`src/alu_pkg.sv`:
```
/*
 Shared constants for the integer execution datapath: operation codes and field widths.
 Assumes the decoder presents one operation code per issued instruction.
*/
package alu_pkg;
    localparam int XLEN      = 64;
    localparam int WLEN      = 32;
    localparam int IMM_W     = 16;
    localparam int IDX_W     = 5;
    localparam int OP_W      = 5;
    localparam int UPPER_SHIFT = 16;
    localparam logic [4:0] OP_LESS_THAN_IMM_UNSIGNED = 5'h00;
    localparam logic [4:0] OP_BITWISE_CONJ_IMM       = 5'h01;
    localparam logic [4:0] OP_BITWISE_DISJ_IMM       = 5'h02;
    localparam logic [4:0] OP_BITWISE_EXCLUSIVE_IMM  = 5'h03;
    localparam logic [4:0] OP_UPPER_HALF_IMM_LOAD    = 5'h04;
    localparam logic [4:0] OP_WIDE_SUM_IMM_TRAPPING  = 5'h05;
    localparam logic [4:0] OP_WIDE_SUM_IMM_WRAPPING  = 5'h06;
    localparam logic [4:0] OP_WORD_SUM_TRAPPING      = 5'h07;
    localparam logic [4:0] OP_WORD_SUM_WRAPPING      = 5'h08;
    localparam logic [4:0] OP_WORD_DIFF_TRAPPING     = 5'h09;
    localparam logic [4:0] OP_WORD_DIFFERENCE_WRAPPING = 5'h0A;
    localparam logic [4:0] OP_LESS_THAN_SIGNED       = 5'h0B;
    localparam logic [4:0] OP_LESS_THAN_UNSIGNED     = 5'h0C;
    localparam logic [4:0] OP_LOGIC_CONJ             = 5'h0D;
    localparam logic [4:0] OP_LOGIC_DISJ             = 5'h0E;
    localparam logic [4:0] OP_LOGIC_EXCLUSIVE        = 5'h0F;
    localparam logic [4:0] OP_LOGIC_NEITHER          = 5'h10;
endpackage : alu_pkg

```
`src/integer_alu_imm_and_three_op.sv`:
```
`timescale 1ns/1ps
/*
 Integer execution datapath for the immediate operations and the 32-bit
 three-register operations of a 64-bit core.
 It holds the operand extension, the adders and the subtractor, the compares,
 the bitwise group, the operation decode, the overflow detection and a one-stage
 result register.
 Operation codes handled, by their package names:
   OP_LESS_THAN_IMM_UNSIGNED: unsigned compare with the sign-extended immediate.
   OP_BITWISE_CONJ_IMM: AND with the zero-extended immediate.
   OP_BITWISE_DISJ_IMM: OR with the zero-extended immediate.
   OP_BITWISE_EXCLUSIVE_IMM: XOR with the zero-extended immediate.
   OP_UPPER_HALF_IMM_LOAD: immediate placed in bits 31:16 of the word.
   OP_WIDE_SUM_IMM_TRAPPING: 64-bit add of the sign-extended immediate, traps.
   OP_WIDE_SUM_IMM_WRAPPING: the same 64-bit add, never traps.
   OP_WORD_SUM_TRAPPING: 32-bit add of the two sources, traps.
   OP_WORD_SUM_WRAPPING: 32-bit add of the two sources, never traps.
   OP_WORD_DIFF_TRAPPING: 32-bit first minus second, traps.
   OP_WORD_DIFFERENCE_WRAPPING: 32-bit first minus second, never traps.
   OP_LESS_THAN_SIGNED: signed compare of the two sources.
   OP_LESS_THAN_UNSIGNED: unsigned compare of the two sources.
   OP_LOGIC_CONJ: bitwise AND of the two sources.
   OP_LOGIC_DISJ: bitwise OR of the two sources.
   OP_LOGIC_EXCLUSIVE: bitwise XOR of the two sources.
   OP_LOGIC_NEITHER: bitwise NOR of the two sources.
 Any other code writes nothing and raises nothing.
 Assumes the decoder supplies the source values already read from the register
 file, one operation per cycle marked by issue_valid, with the immediate, both
 indices and mode_64 in the same cycle.
 Assumes the register file takes wb_data at wb_index while wb_enable is high and
 the exception unit takes overflow_trap; both strobes stand for one cycle, one
 clock after the issuing edge.
 Immediate forms write to second_gpr_index and three-register forms to dest_index.
 Word operations read only bits 31:0 of each source; in 32-bit mode a word result
 is written with its upper half cleared.
*/
// Behaviour
// - Unsigned compare against the sign-extended immediate writes 1 if below, else 0.
// - Immediate AND zero-extends the immediate and ANDs it with the source.
// - Immediate OR zero-extends the immediate and ORs it with the source.
// - Immediate XOR zero-extends the immediate and XORs it with the source.
// - Upper immediate load sets bits 31:16, clears 15:0, sign-extends in 64-bit mode.
// - Trapping wide immediate add forms a 64-bit sum and traps on signed overflow.
// - Wrapping wide immediate add forms the same 64-bit sum and never traps.
// - Trapping word add forms a 32-bit sum and traps on signed overflow.
// - Wrapping word add forms a 32-bit sum and never traps.
// - Trapping word subtract forms first minus second and traps on signed overflow.
// - Wrapping word subtract forms first minus second and never traps.
// - Signed compare writes 1 when the first source is smaller, else 0.
// - Unsigned compare writes 1 when the first source is smaller, else 0.
// - The register logical group applies AND, OR, XOR or NOR bit by bit.
module integer_alu_imm_and_three_op (
    input  wire logic        sys_clk,           // Core clock, 250 MHz.
    input  wire logic        rst,               // Synchronous reset, active high.
    input  wire logic        issue_valid,       // Operation presented this cycle.
    input  wire logic [4:0]  op_code,           // Operation select.
    input  wire logic        mode_64,           // 64-bit operating mode.
    input  wire logic [63:0] first_src_val,     // Value of the first source register.
    input  wire logic [63:0] second_src_val,    // Value of the second source register.
    input  wire logic [15:0] imm_field,         // Immediate field.
    input  wire logic [4:0]  second_gpr_index,  // Second register index (immediate target).
    input  wire logic [4:0]  dest_index,        // Destination index of register forms.
    output logic      [63:0] wb_data,           // Result for the register file.
    output logic      [4:0]  wb_index,          // Register index written.
    output logic             wb_enable,         // One-cycle register write strobe.
    output logic             overflow_trap      // One-cycle integer overflow trap.
);
    // Word results are widened by copying bit 31 in 64-bit mode and by zeros otherwise.
    function automatic logic [63:0] word_ext(input logic [31:0] w, input logic m64);
        word_ext = m64 ? {{32{w[31]}}, w} : {32'h0, w};
    endfunction : word_ext

    // Signed overflow: both addends share a sign and the sum shows the other one.
    function automatic logic add_ovf(input logic sa, input logic sb, input logic sr);
        add_ovf = (sa == sb) && (sr != sa);
    endfunction : add_ovf

    // Immediate extensions and the low words of both sources.
    wire logic [63:0] imm_sext = {{48{imm_field[15]}}, imm_field};
    wire logic [63:0] imm_zext = {48'h0, imm_field};
    wire logic [31:0] a_w      = first_src_val[31:0];
    wire logic [31:0] b_w      = second_src_val[31:0];

    wire logic [63:0] wide_sum = first_src_val + imm_sext;
    wire logic [31:0] w_sum    = a_w + b_w;
    wire logic [31:0] w_diff   = a_w - b_w;
    wire logic [31:0] upr_word = {imm_field, 16'h0};

    // A subtraction overflows as an addition of the inverted second operand would.
    wire logic wide_ovf = add_ovf(first_src_val[63], imm_sext[63], wide_sum[63]);
    wire logic sum_ovf  = add_ovf(a_w[31], b_w[31], w_sum[31]);
    wire logic diff_ovf = add_ovf(a_w[31], ~b_w[31], w_diff[31]);

    // Compares use the full 64-bit sources; the immediate compare is unsigned.
    wire logic lt_imm_u = first_src_val < imm_sext;
    wire logic lt_s     = $signed(first_src_val) < $signed(second_src_val);
    wire logic lt_u     = first_src_val < second_src_val;

    // One named line per operation code; the write strobes read this decode.
    wire logic lt_imm_u_op  = op_code == alu_pkg::OP_LESS_THAN_IMM_UNSIGNED;
    wire logic conj_imm_op  = op_code == alu_pkg::OP_BITWISE_CONJ_IMM;
    wire logic disj_imm_op  = op_code == alu_pkg::OP_BITWISE_DISJ_IMM;
    wire logic excl_imm_op  = op_code == alu_pkg::OP_BITWISE_EXCLUSIVE_IMM;
    wire logic upper_op     = op_code == alu_pkg::OP_UPPER_HALF_IMM_LOAD;
    wire logic wide_trap_op = op_code == alu_pkg::OP_WIDE_SUM_IMM_TRAPPING;
    wire logic wide_wrap_op = op_code == alu_pkg::OP_WIDE_SUM_IMM_WRAPPING;
    wire logic sum_trap_op  = op_code == alu_pkg::OP_WORD_SUM_TRAPPING;
    wire logic sum_wrap_op  = op_code == alu_pkg::OP_WORD_SUM_WRAPPING;
    wire logic diff_trap_op = op_code == alu_pkg::OP_WORD_DIFF_TRAPPING;
    wire logic diff_wrap_op = op_code == alu_pkg::OP_WORD_DIFFERENCE_WRAPPING;
    wire logic lt_s_op      = op_code == alu_pkg::OP_LESS_THAN_SIGNED;
    wire logic lt_u_op      = op_code == alu_pkg::OP_LESS_THAN_UNSIGNED;
    wire logic conj_op      = op_code == alu_pkg::OP_LOGIC_CONJ;
    wire logic disj_op      = op_code == alu_pkg::OP_LOGIC_DISJ;
    wire logic excl_op      = op_code == alu_pkg::OP_LOGIC_EXCLUSIVE;
    wire logic neither_op   = op_code == alu_pkg::OP_LOGIC_NEITHER;

    // Only the three trapping forms may ever raise the trap, whatever ovf says.
    wire logic trap_form = wide_trap_op | sum_trap_op | diff_trap_op;
    wire logic imm_form  = lt_imm_u_op | conj_imm_op | disj_imm_op | excl_imm_op
                         | upper_op | wide_trap_op | wide_wrap_op;
    wire logic reg_form  = sum_trap_op | sum_wrap_op | diff_trap_op | diff_wrap_op
                         | lt_s_op | lt_u_op | conj_op | disj_op | excl_op | neither_op;

    // The case below selects result and target; only trapping arms set ovf.
    logic [63:0] res;
    logic [4:0]  idx;
    logic        ovf;

    always_comb begin
        res   = 64'h0;
        idx   = dest_index;
        ovf   = 1'b0;
        case (op_code)
            alu_pkg::OP_LESS_THAN_IMM_UNSIGNED: begin
                res = {63'h0, lt_imm_u};
                idx = second_gpr_index;
            end
            alu_pkg::OP_BITWISE_CONJ_IMM: begin
                res = first_src_val & imm_zext;
                idx = second_gpr_index;
            end
            alu_pkg::OP_BITWISE_DISJ_IMM: begin
                res = first_src_val | imm_zext;
                idx = second_gpr_index;
            end
            alu_pkg::OP_BITWISE_EXCLUSIVE_IMM: begin
                res = first_src_val ^ imm_zext;
                idx = second_gpr_index;
            end
            alu_pkg::OP_UPPER_HALF_IMM_LOAD: begin
                res = word_ext(upr_word, mode_64);
                idx = second_gpr_index;
            end
            alu_pkg::OP_WIDE_SUM_IMM_TRAPPING: begin
                res = wide_sum;
                ovf = wide_ovf;
                idx = second_gpr_index;
            end
            alu_pkg::OP_WIDE_SUM_IMM_WRAPPING: begin
                res = wide_sum;
                idx = second_gpr_index;
            end
            alu_pkg::OP_WORD_SUM_TRAPPING: begin
                res = word_ext(w_sum, mode_64);
                ovf = sum_ovf;
            end
            alu_pkg::OP_WORD_SUM_WRAPPING: begin
                res = word_ext(w_sum, mode_64);
            end
            alu_pkg::OP_WORD_DIFF_TRAPPING: begin
                res = word_ext(w_diff, mode_64);
                ovf = diff_ovf;
            end
            alu_pkg::OP_WORD_DIFFERENCE_WRAPPING: begin
                res = word_ext(w_diff, mode_64);
            end
            alu_pkg::OP_LESS_THAN_SIGNED: begin
                res = {63'h0, lt_s};
            end
            alu_pkg::OP_LESS_THAN_UNSIGNED: begin
                res = {63'h0, lt_u};
            end
            alu_pkg::OP_LOGIC_CONJ: begin
                res = first_src_val & second_src_val;
            end
            alu_pkg::OP_LOGIC_DISJ: begin
                res = first_src_val | second_src_val;
            end
            alu_pkg::OP_LOGIC_EXCLUSIVE: begin
                res = first_src_val ^ second_src_val;
            end
            alu_pkg::OP_LOGIC_NEITHER: begin
                res = ~(first_src_val | second_src_val);
            end
            default: begin
                res = 64'h0;
            end
        endcase
    end

    // An unknown code writes nothing and raises nothing.
    wire logic fire_d = issue_valid && (imm_form || reg_form);
    wire logic trap_d = fire_d && trap_form && ovf;
    wire logic wen_d  = fire_d && !ovf;

    // The result stage registers every output, so both strobes are clean pulses.
    alu_result_reg u_result (
        .sys_clk (sys_clk),
        .rst     (rst),
        .res_d   (res),
        .idx_d   (idx),
        .wen_d   (wen_d),
        .trap_d  (trap_d),
        .res_q   (wb_data),
        .idx_q   (wb_index),
        .wen_q   (wb_enable),
        .trap_q  (overflow_trap)
    );
endmodule : integer_alu_imm_and_three_op

```
`src/alu_result_reg.sv`:
```
`timescale 1ns/1ps
/*
 Result stage register: holds the write-back value, index, enable and trap pulse.
 Assumes the same clock and synchronous active-high reset as the datapath.
*/
module alu_result_reg (
    input  wire logic        sys_clk,       // Core clock.
    input  wire logic        rst,           // Synchronous reset.
    input  wire logic [63:0] res_d,         // Next result value.
    input  wire logic [4:0]  idx_d,         // Next destination index.
    input  wire logic        wen_d,         // Next write enable.
    input  wire logic        trap_d,        // Next overflow trap.
    output logic      [63:0] res_q,         // Registered result.
    output logic      [4:0]  idx_q,         // Registered destination index.
    output logic             wen_q,         // Registered write enable.
    output logic             trap_q         // Registered overflow trap.
);
    always_ff @(posedge sys_clk) begin
        if (rst) begin
            res_q  <= 64'h0;
            idx_q  <= 5'h0;
            wen_q  <= 1'b0;
            trap_q <= 1'b0;
        end else begin
            res_q  <= res_d;
            idx_q  <= idx_d;
            wen_q  <= wen_d;
            trap_q <= trap_d;
        end
    end
endmodule : alu_result_reg

```
`config.mk`:
```
export PLATFORM = sky130hd
export DESIGN_NAME = integer_alu_imm_and_three_op
export DESIGN_NICKNAME = d
export VERILOG_FILES = /design/src/alu_pkg.sv /design/src/integer_alu_imm_and_three_op.sv /design/src/alu_result_reg.sv
export SDC_FILE = /design/constraint.sdc
export NUM_CORES = 1
export LEC_CHECK = 0
export BUFFER_PORTS_ARGS = -buffer_cell sky130_fd_sc_hd__clkbuf_2
export CAP_MARGIN = 40
export CORE_ASPECT_RATIO = 0.5
export CORE_MARGIN = 5
export CORE_UTILIZATION = 50
export CTS_CLUSTER_SIZE = 24
export DETAILED_ROUTE_END_ITERATION = 10
export MAX_ROUTING_LAYER = met4
export PLACE_DENSITY = 0.71
export SYNTH_ARGS = -nofsm -noshare
export SYNTH_HDL_FRONTEND = slang
export SYNTH_HIERARCHICAL = 1
export SYNTH_SLANG_ARGS = --single-unit
```
`constraint.sdc`:
```
create_clock -name sys_clk -period 7 [get_ports sys_clk]
set_input_delay 1.05 -clock sys_clk [delete_from_list [all_inputs] [get_ports sys_clk]]
set_output_delay 1.05 -clock sys_clk [all_outputs]
set_load 0.005 [all_outputs]
```
==> impl_metrics.toml <==
[run_status]
status = "completed"

[logic_synthesis]
syn_inst = 2266
synth-simple-area-share_pct = 19.1
syn_area_sq_mm = 0.0161
synth_nets = 2768
synth_seq_cells = 71
yosysWarningCount = 6
synth.avg_cell_area_sq_um = 7.13
synth_edf_count = 0
async_flop_share_pct = 0
synthFlopType = "dfxtp_1"
ys_seq_area_share_pct = 8.80
synth-compound-area-share_pct = 32.7
synth_top_family_by_area = "compound AO/OA/AOI/OAI gates"
yosysTopAreaCell = "ha_1"
synth_mux_area_share_pct = 0.845
synth_adder_area_share_pct = 26.4
ys_types = 76
synth_top_area_share_pct = 26.0
synthXorXnorAreaFrac_pct = 3.20
synth_area_leaders = "ha_1 26%, dfxtp_1 8.8%, a21oi_1 6.4%"

[placed_design]
post_dp_cell_area_sq_mm = 0.0176
pre_cts_ws_ps = 1420
place_inst = 2822
portBuffers = 233
gp_congestion = 1.03
dp_hpwl_mm = 47.7

[final_layout]
regArea_sq_mm = 0.00142
drive_gt1_share_pct = 13.0
syn_to_final_growth_pct = 10.7
fin_util_pct = 56.3
final_area_sq_mm = 0.0179
nFillCells = 3145
multi_input_comb_area_sq_mm = 0.0133
fin_cells = 2840
nNetsFinal = 2903
final_common_cell = "ha_1"
final_cell_mix = "336 x ha_1, 250 x inv_1, 233 x clkbuf_2"

[worst_setup_path]
crit_buf_inv = 2
path_delay_family = "compound AO/OA/AOI/OAI gates"
crit_chain = "clkbuf_2, ha_1, inv_1, fa_1, nor2b_1, o31ai_1, o31ai_1, o2111ai_1, a2111oi_0, nor3_1, a221oi_1, a21o_1, xnor2_1, o211ai_1, nor2b_1"
worst_ep_required_time_ps = 7240
critPathMaxStageDelay_ps = 710
slowest_stage = "a221oi_1"
crit_path_end_kind = "flop"
worstPathArrival_ps = 5580
start_kind = "input port"
path_class = "input port to flop"
worstPathMaxFanout = 4

[sta]
slew_viol_final = 0
fmax_mhz = 187
worst_pin_slew_ps = 965
layout_setup_ws_ps = 1660
post-route-period-util_pct = 76.2
fin_setup_tns_ps = 0
timing.slew.headroom_pct = 35.0
rsz0062_at_grt = "false"
hold_violations = 0
fin_crit_ps = 5340
setup_viol_count_final = 0

[grt]
antenna_found_initial = 4
grt_usage_pct = 33.7
overflow = 0
grt_start_max_net_pins = 72
grt_pass1_vias = 16800
grt_pass1_wl_mm = 94.5

[die]
die_h_um = 137
pin_count = 234
fp-row-count = 46
start_util_pct = 50.8
fp.dieW_um = 264
core_sq_mm = 0.0318
die-area_sq_mm = 0.0362

[clock_network]
htree_levels = 3
path_clk_slew_ps = 70
ctsResizeCount = 0
postCtsSetupBuffers = 0
ctsHoldBuffers = 0
cts_made_buffers = 9
clock_sinks = 71
clk_path_buf_depth = 2
cts_tree = "done"
root_buffer = "clkbuf_16"

[hold_path]
hold_class = "input port to flop"

[route]
finalWirelength_mm = 62.2
drtAntennaViolNets = 0
vias = 18000
drc = 0
wl_per_cell_um = 21.9
vias_per_cell = 6.35
drtIter0Drc = 2436
first_pass_iters = 9

[power]
peakVddDrop_mv = 0.0955
power.density_mw_per_mm2 = 122
leakagePower_nw = 8.59

[run]
drv_cap = 0
[cell usage after synthesis, types with 15 or more instances]
master       n
a221o_1     29
a211oi_1    18
nor4_1      33
nand2b_1    15
nand2_1    142
a221oi_1    31
a21o_1      34
nor3_1      38
inv_1      251
nor2_1     168
o21bai_1    47
a22oi_1     31
dfxtp_1     71
o2111ai_1   25
nor2b_1     92
a21oi_1    208
nand3_1     41
o211ai_1    28
nand4_1     36
xnor2_1     51
o21ai_0    142
clkbuf_1   114
o31ai_1     27
ha_1       336
a222oi_1    23
o221ai_1    19
[worst paths after layout]
| kind | start | to | slack, ps | cells past startpoint |
|---|---|---|---|---|
| setup / recovery | imm_field[0] | u_result/res_q[44] | 1660 | 15 |
| hold / removal | second_gpr_index[0] | u_result/idx_q[0] | 1000 | 3 |
[cells by family after synthesis]
logic type | count (synthesis)
buffers and inverters | 382
XOR/XNOR | 59
adder cells (fa/ha/maj) | 339
AO/OA/AOI/OAI | 776
multiplexers | 13
AND/OR/NAND/NOR | 626
flip-flops | 71
[where the power goes]
| group | switching, mW | leakage (nW) | internal, mW |
|---|---|---|---|
| clock network | 0.229 | 0.134 | 0.248 |
| logic | 0.784 | 7.87 | 0.471 |
| registers | 0.0115 | 0.587 | 0.440 |
[metrics by stage]
step | power, mW | hold slack (ps)
floorplan | 1.26 | 1120
CTS | 2.16 | 988
global placement | 1.67 | 1380
detailed placement | 1.67 | 1390
finish | 2.18 | 999
global route | 2.31 | 1010
[flip-flops by register name, indices dropped and copies added, names as in the netlist]
name	cells
u_result/wen_q	1
u_result/trap_q	1
u_result/res_q	64
u_result/idx_q	5
[routing by layer]
layer  global-route usage (%)  wire length, um
met3                     6.61             6520
met1                     44.9            26800
met4                     11.4             1990
met2                     51.4            26900
met5                        -                0
[layout make-up]
| class | count | area share (%) |
|---|---|---|
| Clock buffer | 10 | 1.34 |
| Antenna cell | 3 | 0.0420 |
| Tap cell | 432 | 3.02 |
| Multi-Input combinational cell | 1813 | 74.6 |
| Inverter | 251 | 5.27 |
| Clock inverter | 5 | 0.196 |
| Sequential cell | 71 | 7.95 |
| Timing Repair Buffer | 255 | 7.62 |
No activity file was read; power rests on OpenSTA's default activity.
